File: config.mk
export PLATFORM = sky130hd
export DESIGN_NAME = asp_serial_top
export DESIGN_NICKNAME = d
export VERILOG_FILES = /design/src/hw/asp_pkg.sv /design/src/hw/asp_buf2.sv /design/src/hw/asp_serial_top.sv
export SDC_FILE = /design/constraint.sdc
export NUM_CORES = 1
export LEC_CHECK = 0
export ABC_CLOCK_PERIOD_IN_PS = 3200
export BUFFER_PORTS_ARGS = -buffer_cell sky130_fd_sc_hd__buf_2
export CAP_MARGIN = 20
export CORE_ASPECT_RATIO = 0.75
export CORE_MARGIN = 2
export CORE_UTILIZATION = 35
export CTS_BUF_LIST = sky130_fd_sc_hd__clkbuf_4
export CTS_CLUSTER_SIZE = 30
export DETAILED_ROUTE_END_ITERATION = 12
export GPL_TIMING_DRIVEN = 0
export HOLD_SLACK_MARGIN = 0.05
export SETUP_SLACK_MARGIN = 0.1
export SLEW_MARGIN = 20
export SYNTH_ARGS = -nofsm -noshare
export SYNTH_HDL_FRONTEND = slang
export SYNTH_SLANG_ARGS = --single-unit
export TNS_END_PERCENT = 50
File: constraint.sdc
create_clock -name CLK -period 3.2 [get_ports CLK]
set_input_delay 0.16 -clock CLK [delete_from_list [all_inputs] [get_ports CLK]]
set_output_delay 0.16 -clock CLK [all_outputs]
set_load 0.01 [all_outputs]
File: src/hw/asp_pkg.sv
// constants for the serial pin control block of the combined adc/dac
// assumes a single 50 MHz system clock; no software-visible registers
package asp_pkg;
	localparam int          CLK_MHZ        = 50;
	localparam int          DAC_WIDTH      = 12;
	localparam int          DAC_COUNT      = 8;
	localparam int          SYNC_STAGES    = 2;
	// strap is read only once both synchroniser stages hold a settled level
	localparam logic [1:0]  INIT_CYCLES    = 2'h3;
	localparam logic [1:0]  MODE_RISE_OUT  = 2'h3;
	localparam logic [11:0] DAC_INIT_HIGH  = 12'hfff;
	localparam logic [11:0] DAC_INIT_LOW   = 12'h000;
	localparam int          SCLK_MAX_MHZ   = 25;

	typedef enum logic [1:0]
	{
		ST_WAIT = 2'b01,
		ST_RUN  = 2'b10
	} asp_state_t;
endpackage

File: src/hw/asp_buf2.sv
// two-entry buffer between the serial shifter and the word consumer
// assumes both sides on the same clock; outputs come from flip-flops
`timescale 1ns/10ps
module asp_buf2 #(
	parameter int W = 8
) (
	// clock and reset
	input  wire logic         clk,
	input  wire logic         rst_n,
	// fill side
	input  wire logic [W-1:0] in_data,
	input  wire logic         in_valid,
	output logic              in_ready,
	// drain side
	output logic [W-1:0]      out_data,
	output logic              out_valid,
	input  wire logic         out_ready
);
	logic [W-1:0] head;
	logic [W-1:0] tail;
	logic         head_v;
	logic         tail_v;
	logic [W-1:0] next_head;
	logic [W-1:0] next_tail;
	logic         next_head_v;
	logic         next_tail_v;

	assign out_data  = head;
	assign out_valid = head_v;
	// full only when the second slot is taken, so the source sees true back-pressure
	assign in_ready  = ~tail_v;

	always_comb
	begin
		next_head   = head;
		next_tail   = tail;
		next_head_v = head_v;
		next_tail_v = tail_v;
		if (head_v && out_ready)
		begin
			if (tail_v)
			begin
				next_head   = tail;
				next_tail_v = 1'b0;
			end
			else
				next_head_v = 1'b0;
		end
		if (in_valid && !tail_v)
		begin
			if (!next_head_v)
			begin
				next_head   = in_data;
				next_head_v = 1'b1;
			end
			else
			begin
				next_tail   = in_data;
				next_tail_v = 1'b1;
			end
		end
	end

	always_ff @(posedge clk or negedge rst_n)
	begin
		if (!rst_n)
		begin
			head   <= '0;
			tail   <= '0;
			head_v <= 1'b0;
			tail_v <= 1'b0;
		end
		else
		begin
			head   <= next_head;
			tail   <= next_tail;
			head_v <= next_head_v;
			tail_v <= next_tail_v;
		end
	end
endmodule

File: src/hw/asp_serial_top.sv
// serial port, end-of-conversion flag and dac load control of the adc/dac
// assumes the host makes the serial clock; every pin is sampled by CLK
`timescale 1ns/10ps
// What this block does
// [RULE1] In clock modes 00, 01 and 10 the output bit changes on the serial clock falling edge.
// [RULE2] In clock mode 11 the output bit changes on the serial clock rising edge.
// [RULE3] While chip select is high the data output is not driven.
// [RULE4] Each input bit is taken on the serial clock falling edge.
// [RULE5] The port responds only while chip select is low, held low by the host for the whole transfer.
// [RULE6] The conversion-done output goes low to flag a result, which is readable once it has fallen.
// [RULE7] The dac load input moves pending dac values to the outputs without regard to the serial clock.
// [RULE8] While dac load is low the dac registers pass input values straight through.
// [RULE9] After reset the dac input registers start at all ones when reset-select is high, else all zeros.
// [RULE10] Reset-select picks the wake-up termination, high for the reference and low for ground.
// [RULE11] The host is master, makes the serial clock and keeps it at or below its top rate.
// [RULE12] A rising chip select drops a partial word and clears the bit counter.
module asp_serial_top
	import asp_pkg::*;
#(
	parameter int WORD_W = 8,
	parameter int DAC_N  = asp_pkg::DAC_COUNT,
	parameter int DAC_W  = asp_pkg::DAC_WIDTH
) (
	// clock and reset
	input  wire logic                     CLK,
	input  wire logic                     RST_N,
	// serial pins
	input  wire logic                     CS_N,
	input  wire logic                     SCLK,
	input  wire logic                     DIN,
	output logic                          DOUT,
	output logic                          DOUT_OE,
	output logic                          EOC_N,
	// dac pins
	input  wire logic                     DAC_LOAD_N,
	input  wire logic                     DAC_RESET_SELECT,
	output logic [DAC_N*DAC_W-1:0]        DAC_OUTPUTS,
	output logic                          DAC_WAKE_TO_REF,
	// configuration from core logic
	input  wire logic [1:0]               CLK_MODE,
	// conversion result
	input  wire logic                     CONV_DONE,
	input  wire logic [WORD_W-1:0]        CONV_DATA,
	// received words
	output logic [WORD_W-1:0]             RX_DATA,
	output logic                          RX_VALID,
	input  wire logic                     RX_READY,
	output logic                          RX_OVERRUN,
	// dac input register writes
	input  wire logic                     DAC_WR_EN,
	input  wire logic [$clog2(DAC_N)-1:0] DAC_WR_SEL,
	input  wire logic [DAC_W-1:0]         DAC_WR_DATA
);
	localparam int               CW   = $clog2(WORD_W);
	localparam logic [CW-1:0]    LAST = CW'(WORD_W - 1);

	logic cs_s1, cs_s2, cs_s3;
	logic sclk_s1, sclk_s2, sclk_s3;
	logic din_s1, din_s2, load_s1, load_s2, rsel_s1, rsel_s2;

	always_ff @(posedge CLK or negedge RST_N)
	begin
		if (!RST_N)
		begin
			{cs_s1, cs_s2, cs_s3}       <= 3'h7;
			{sclk_s1, sclk_s2, sclk_s3} <= 3'h0;
			{din_s1, din_s2}            <= 2'h0;
			{load_s1, load_s2}          <= 2'h3;
			{rsel_s1, rsel_s2}          <= 2'h0;
		end
		else
		begin
			{cs_s1, cs_s2, cs_s3}       <= {CS_N, cs_s1, cs_s2};
			{sclk_s1, sclk_s2, sclk_s3} <= {SCLK, sclk_s1, sclk_s2};
			{din_s1, din_s2}            <= {DIN, din_s1};
			{load_s1, load_s2}          <= {DAC_LOAD_N, load_s1};
			{rsel_s1, rsel_s2}          <= {DAC_RESET_SELECT, rsel_s1};
		end
	end

	logic cs_act, cs_fall, cs_rise, sclk_rise, sclk_fall, out_edge;
	assign cs_act    = ~cs_s2;
	assign cs_fall   = cs_s3 & ~cs_s2;
	assign cs_rise   = ~cs_s3 & cs_s2;
	assign sclk_rise = sclk_s2 & ~sclk_s3;
	assign sclk_fall = ~sclk_s2 & sclk_s3;
	assign out_edge  = (CLK_MODE == MODE_RISE_OUT) ? sclk_rise : sclk_fall; // RULE1 RULE2

	// serial shifter
	logic [CW-1:0]     bit_cnt, tx_cnt, next_bit_cnt, next_tx_cnt;
	logic [WORD_W-1:0] rx_shift, tx_shift, tx_hold, next_rx_shift, next_tx_shift, next_tx_hold;
	logic              dout, dout_oe, eoc_n, overrun, push_valid;
	logic              next_dout, next_dout_oe, next_eoc_n, next_overrun, next_push_valid;
	logic [WORD_W-1:0] push_data, next_push_data;
	logic              push_ready;

	always_comb
	begin
		next_bit_cnt    = bit_cnt;
		next_tx_cnt     = tx_cnt;
		next_rx_shift   = rx_shift;
		next_tx_shift   = tx_shift;
		next_dout       = dout;
		next_dout_oe    = dout_oe;
		next_overrun    = 1'b0;
		next_push_valid = push_valid & ~push_ready;
		next_push_data  = push_data;
		next_tx_hold    = CONV_DONE ? CONV_DATA : tx_hold; // RULE6
		// eoc stays low until the host opens a read; a new result wins over the clear
		next_eoc_n      = CONV_DONE ? 1'b0 : (cs_fall ? 1'b1 : eoc_n); // RULE6
		if (!cs_act || cs_rise)
		begin
			next_dout_oe = 1'b0; // RULE3
			next_bit_cnt = '0; // RULE12
			next_tx_cnt  = '0; // RULE12
		end
		else if (cs_fall)
		begin
			next_dout_oe  = 1'b1; // RULE5
			next_tx_shift = tx_hold;
			next_dout     = tx_hold[WORD_W-1];
			next_bit_cnt  = '0;
			next_tx_cnt   = '0;
		end
		else
		begin
			next_dout_oe = 1'b1;
			if (sclk_fall)
			begin
				next_rx_shift = {rx_shift[WORD_W-2:0], din_s2}; // RULE4
				if (bit_cnt == LAST)
				begin
					next_bit_cnt = '0;
					// no way to stall the host, so a word with nowhere to go is dropped and flagged
					if (next_push_valid)
						next_overrun = 1'b1;
					else
					begin
						next_push_valid = 1'b1;
						next_push_data  = {rx_shift[WORD_W-2:0], din_s2};
					end
				end
				else
					next_bit_cnt = bit_cnt + 1'b1;
			end
			if (out_edge)
			begin
				if (tx_cnt == LAST)
				begin
					next_tx_cnt   = '0;
					next_tx_shift = tx_hold;
					next_dout     = tx_hold[WORD_W-1];
				end
				else
				begin
					next_tx_cnt   = tx_cnt + 1'b1;
					next_tx_shift = {tx_shift[WORD_W-2:0], 1'b0};
					next_dout     = tx_shift[WORD_W-2]; // RULE1 RULE2
				end
			end
		end
	end

	always_ff @(posedge CLK or negedge RST_N)
	begin
		if (!RST_N)
		begin
			bit_cnt    <= '0;
			tx_cnt     <= '0;
			rx_shift   <= '0;
			tx_shift   <= '0;
			tx_hold    <= '0;
			dout       <= 1'b0;
			dout_oe    <= 1'b0;
			eoc_n      <= 1'b1;
			overrun    <= 1'b0;
			push_valid <= 1'b0;
			push_data  <= '0;
		end
		else
		begin
			bit_cnt    <= next_bit_cnt;
			tx_cnt     <= next_tx_cnt;
			rx_shift   <= next_rx_shift;
			tx_shift   <= next_tx_shift;
			tx_hold    <= next_tx_hold;
			dout       <= next_dout;
			dout_oe    <= next_dout_oe;
			eoc_n      <= next_eoc_n;
			overrun    <= next_overrun;
			push_valid <= next_push_valid;
			push_data  <= next_push_data;
		end
	end

	assign DOUT       = dout;
	assign DOUT_OE    = dout_oe;
	assign EOC_N      = eoc_n;
	assign RX_OVERRUN = overrun;

	asp_buf2 #(
		.W (WORD_W)
	) u_rx_buf (
		.clk       (CLK),
		.rst_n     (RST_N),
		.in_data   (push_data),
		.in_valid  (push_valid),
		.in_ready  (push_ready),
		.out_data  (RX_DATA),
		.out_valid (RX_VALID),
		.out_ready (RX_READY)
	);

	// dac input and output registers
	asp_state_t               st, next_st;
	logic [1:0]               init_cnt, next_init_cnt;
	logic [DAC_N*DAC_W-1:0]   dac_in, dac_out, next_dac_in, next_dac_out;
	logic                     wake_ref, next_wake_ref;

	always_comb
	begin
		next_st       = st;
		next_init_cnt = init_cnt;
		next_dac_in   = dac_in;
		next_wake_ref = wake_ref;
		// transparent while load is low; a pulse of one clock still transfers
		next_dac_out  = load_s2 ? dac_out : dac_in; // RULE7 RULE8
		case (st)
			ST_WAIT:
			begin
				next_init_cnt = init_cnt + 1'b1;
				if (init_cnt == INIT_CYCLES)
				begin
					next_st       = ST_RUN;
					next_dac_in   = {DAC_N{rsel_s2 ? DAC_INIT_HIGH : DAC_INIT_LOW}}; // RULE9
					next_wake_ref = rsel_s2; // RULE10
				end
			end
			ST_RUN:
			begin
				if (DAC_WR_EN)
					next_dac_in[DAC_WR_SEL*DAC_W +: DAC_W] = DAC_WR_DATA;
			end
			default:
				next_st = ST_WAIT;
		endcase
	end

	always_ff @(posedge CLK or negedge RST_N)
	begin
		if (!RST_N)
		begin
			st       <= ST_WAIT;
			init_cnt <= '0;
			dac_in   <= '0;
			dac_out  <= '0;
			wake_ref <= 1'b0;
		end
		else
		begin
			st       <= next_st;
			init_cnt <= next_init_cnt;
			dac_in   <= next_dac_in;
			dac_out  <= next_dac_out;
			wake_ref <= next_wake_ref;
		end
	end

	assign DAC_OUTPUTS     = dac_out;
	assign DAC_WAKE_TO_REF = wake_ref;
endmodule
==> results.py <==
metrics = {
    "outcome": {
        "outcome": "finished, final reports clean",
    },
    "floorplanning": {
        "initial_core_util": 0.353,
        "coreArea_um2": 35700,
        "fp.dieW_um": 223,
        "pin_count": 145,
        "die_area_um2": 37500,
        "die_h_um": 168,
        "rows": 60,
    },
    "clock_network": {
        "path_clk_slew_ps": 60,
        "cts_inserted_buffers": 74,
        "h-tree-depth": 3,
        "cts_sinks": 268,
        "clock_latency_ps": 720,
        "cts_tree": "done",
        "clk_path_buf_depth": 3,
        "root_buffer": "clkbuf_4",
    },
    "global_route": {
        "grt_usage": 0.209,
        "grt_pass1_vias": 9857,
        "globalRouteOverflowTotal": 0,
        "grt_max_degree": 88,
        "antenna_found_initial": 1,
        "grt_pass1_wl_um": 59500,
    },
    "placed_design": {
        "dp.cells": 1658,
        "dpl.hpwl_um": 28300,
        "placed_cell_area_um2": 14000,
        "dp_slack_ps": -867,
        "globalplace.congestion": 0.972,
        "portBuffers": 143,
    },
    "drt": {
        "detail-route-antenna-nets": 0,
        "wl_per_cell_um": 21.1,
        "drt_iter0_markers": 885,
        "viasPerCell": 5.37,
        "first_pass_iters": 5,
        "via_count": 9871,
        "drc_errors": 0,
        "wl_um": 38900,
    },
    "synthesis": {
        "synth.distinct_cells": 83,
        "syn_nets": 1094,
        "synth_edf_count": 0,
        "syn-cell-area_um2": 12600,
        "netlist_top_cells_count": "dfrtp_1, mux2_2, nand2_1, o21ai_0, clkbuf_1",
        "synth.area.top_cells": "dfrtp_1, mux2_2, mux2i_1",
        "netlist_instances": 1047,
        "synth_sequential_area_ratio": 0.533,
        "synth.avg_cell_area_um2": 12.0,
        "yosys_register_bits": 268,
        "synth_area_leader_cell": "dfrtp_1",
        "yosysMostFrequentCell": "dfrtp_1",
        "synth_top_area_share": 0.519,
        "synth-main-ff-cell": "dfrtp_1",
        "synth_warnings": 0,
        "async_reset_ff_frac": 1.00,
    },
    "power": {
        "irDropWorstVdd_uv": 286,
        "p_total_mw": 10.3,
        "cellPowerDensity_nw_per_um2": 664,
        "leakagePower_nw": 7.45,
    },
    "sta": {
        "max_freq_ghz": 0.330,
        "grt_setup_unrepaired": "no",
        "final_hold_viol_count": 0,
        "relSlewSlack": 0.341,
        "fin_crit_sh": 0.947,
        "clock_skew_ps": 47.7,
        "timing.final.ws_setup_ps": 169,
        "slew_viol_final": 0,
        "final-setup-viol-count": 0,
        "worst-slew-pin-transition_ps": 985,
        "min_period_ps": 3030,
    },
    "cells_and_area": {
        "drive_above_1_share": 0.387,
        "final-instance-count-excl-fill": 1838,
        "fillers": 3391,
        "register_area_um2": 6720,
        "multi_input_area_um2": 5550,
        "synthToLayoutAreaGrowth_pct": 23.5,
        "final_nets": 1366,
        "utilization": 0.436,
        "stdcell_area_um2": 15600,
    },
    "critical_path": {
        "crit_fanout": 10,
        "cp-start-kind": "primary input",
        "endpoint_kind": "flip-flop",
        "cp-startpoint": "DAC_WR_SEL[0]",
        "crit_type": "in2reg",
        "crit_arrival_ps": 3660,
        "required_ps": 3830,
        "r2r-start": "st[0]",
    },
    "min_path": {
        "min_from": "DIN",
        "hold_class": "in2reg",
    },
    "flow_run": {
        "cap_violations": 0,
    },
}
## logic make-up (layout without fill, tap and decap cells)
kind of cell,Yosys count,count (layout),synth area share
buffers and inverters,88,413,0.0293
AOI/OAI and AO/OA,248,248,0.148
adders and majority gates,12,12,0.0125
and+or+nand+nor,213,213,0.0865
other,0,1,0
DFF,268,268,0.533
xor gates and xnor gates,8,8,0.00616
muxes,210,210,0.185
## where the power goes
| group | leakage [nW] | total, mW | internal [mW] | switching, mW |
|---|---|---|---|---|
| logic | 3.40 | 2.27 | 1.10 | 1.17 |
| clock network | 0.608 | 3.36 | 1.90 | 1.46 |
| registers | 3.44 | 4.69 | 4.18 | 0.505 |
| total | 7.45 | 10.3 | 7.18 | 3.14 |
## registers in the layout (all words and copies together) (netlist names), 2 cells and up
register / cells
u_rx_buf.out_data: 8
init_cnt: 2
push_data: 8
u_rx_buf.tail: 8
tx_cnt: 3
tx_hold: 8
DAC_OUTPUTS: 96
rx_shift: 7
bit_cnt: 3
tx_shift: 7
st: 2
dac_in: 96
## worst max-delay path: stages
cell,delay (ps)
buf_2,190
clkbuf_4,270
clkinvlp_4,150
ha_1,210
clkbuf_2,190
inv_1,210
nor3_2,70
ha_1,350
or4b_2,620
a211oi_1,750
a32oi_1,180
nor2_1,190
a211o_1,120
## through the flow
stage               hold WS [ps]  setup TNS (ps)
floorplan                   -136               0
global route                51.4               0
global placement             264         -811490
finish                       124               0
CTS                         56.5               0
detailed placement          44.9          -38240
## repair_timing
action	4_1_cts	5_1_grt
endpoints found under the hold margin	246	0
setup endpoints to repair	12	29
setup buffers	1	3
gates cloned	0	0
gates resized for setup	1	4
hold buffers	46	0
pin swaps	1	0
## final timing paths
check                                   to  slack (ps)  cells past startpoint
max                             dac_in[75]         170                     13
min                                 din_s1         120                      2
max reg2reg                     dac_in[15]         310                      8
min reg2reg                        load_s2         330                      0
max in group asynchronous     push_data[6]        1780                      5
min in group asynchronous  DAC_OUTPUTS[31]         590                      4
## layout by cell type (no fill, tap or decap), types with 5 or more instances in the layout
cell	count
buf_2	158
o2bb2ai_1	7
o22ai_1	12
o21a_1	9
dlygate4sd3_1	45
a221o_1	11
o21ai_0	41
o21ai_1	6
nand2b_1	12
a22o_1	7
a211o_1	8
ha_1	10
o221a_2	10
a21oi_1	31
inv_1	25
nor3_1	16
o31ai_1	37
a21o_1	7
nand2_1	67
o211ai_1	15
nand3_1	28
mux2i_1	31
nor4_1	7
dfrtp_1	261
nor2_1	34
mux2_2	179
buf_4	6
clkbuf_1	35
and2_1	6
dfstp_2	7
clkbuf_4	119
nand4_1	5
## layer usage
metal | GRT usage | routed length, µm | vias up
met5 | 0 | 0 | -
met4 | 0.0689 | 933 | 0
met3 | 0.0578 | 3030 | 66
met2 | 0.291 | 16200 | 370
met1 | 0.310 | 18700 | 4948
li1 | - | - | 4487
## cell type report
cell class	count	share of cell area
diodes	1	0.000161
plain buffers	62	0.0183
clock buffers	118	0.0570
clock inverters	11	0.00788
inverters	26	0.00652
multi-input cells	691	0.357
flip-flops and latches	268	0.432
well taps	465	0.0374
repair buffers	196	0.0842
Note: power is estimated with default switching activity, not from simulation.
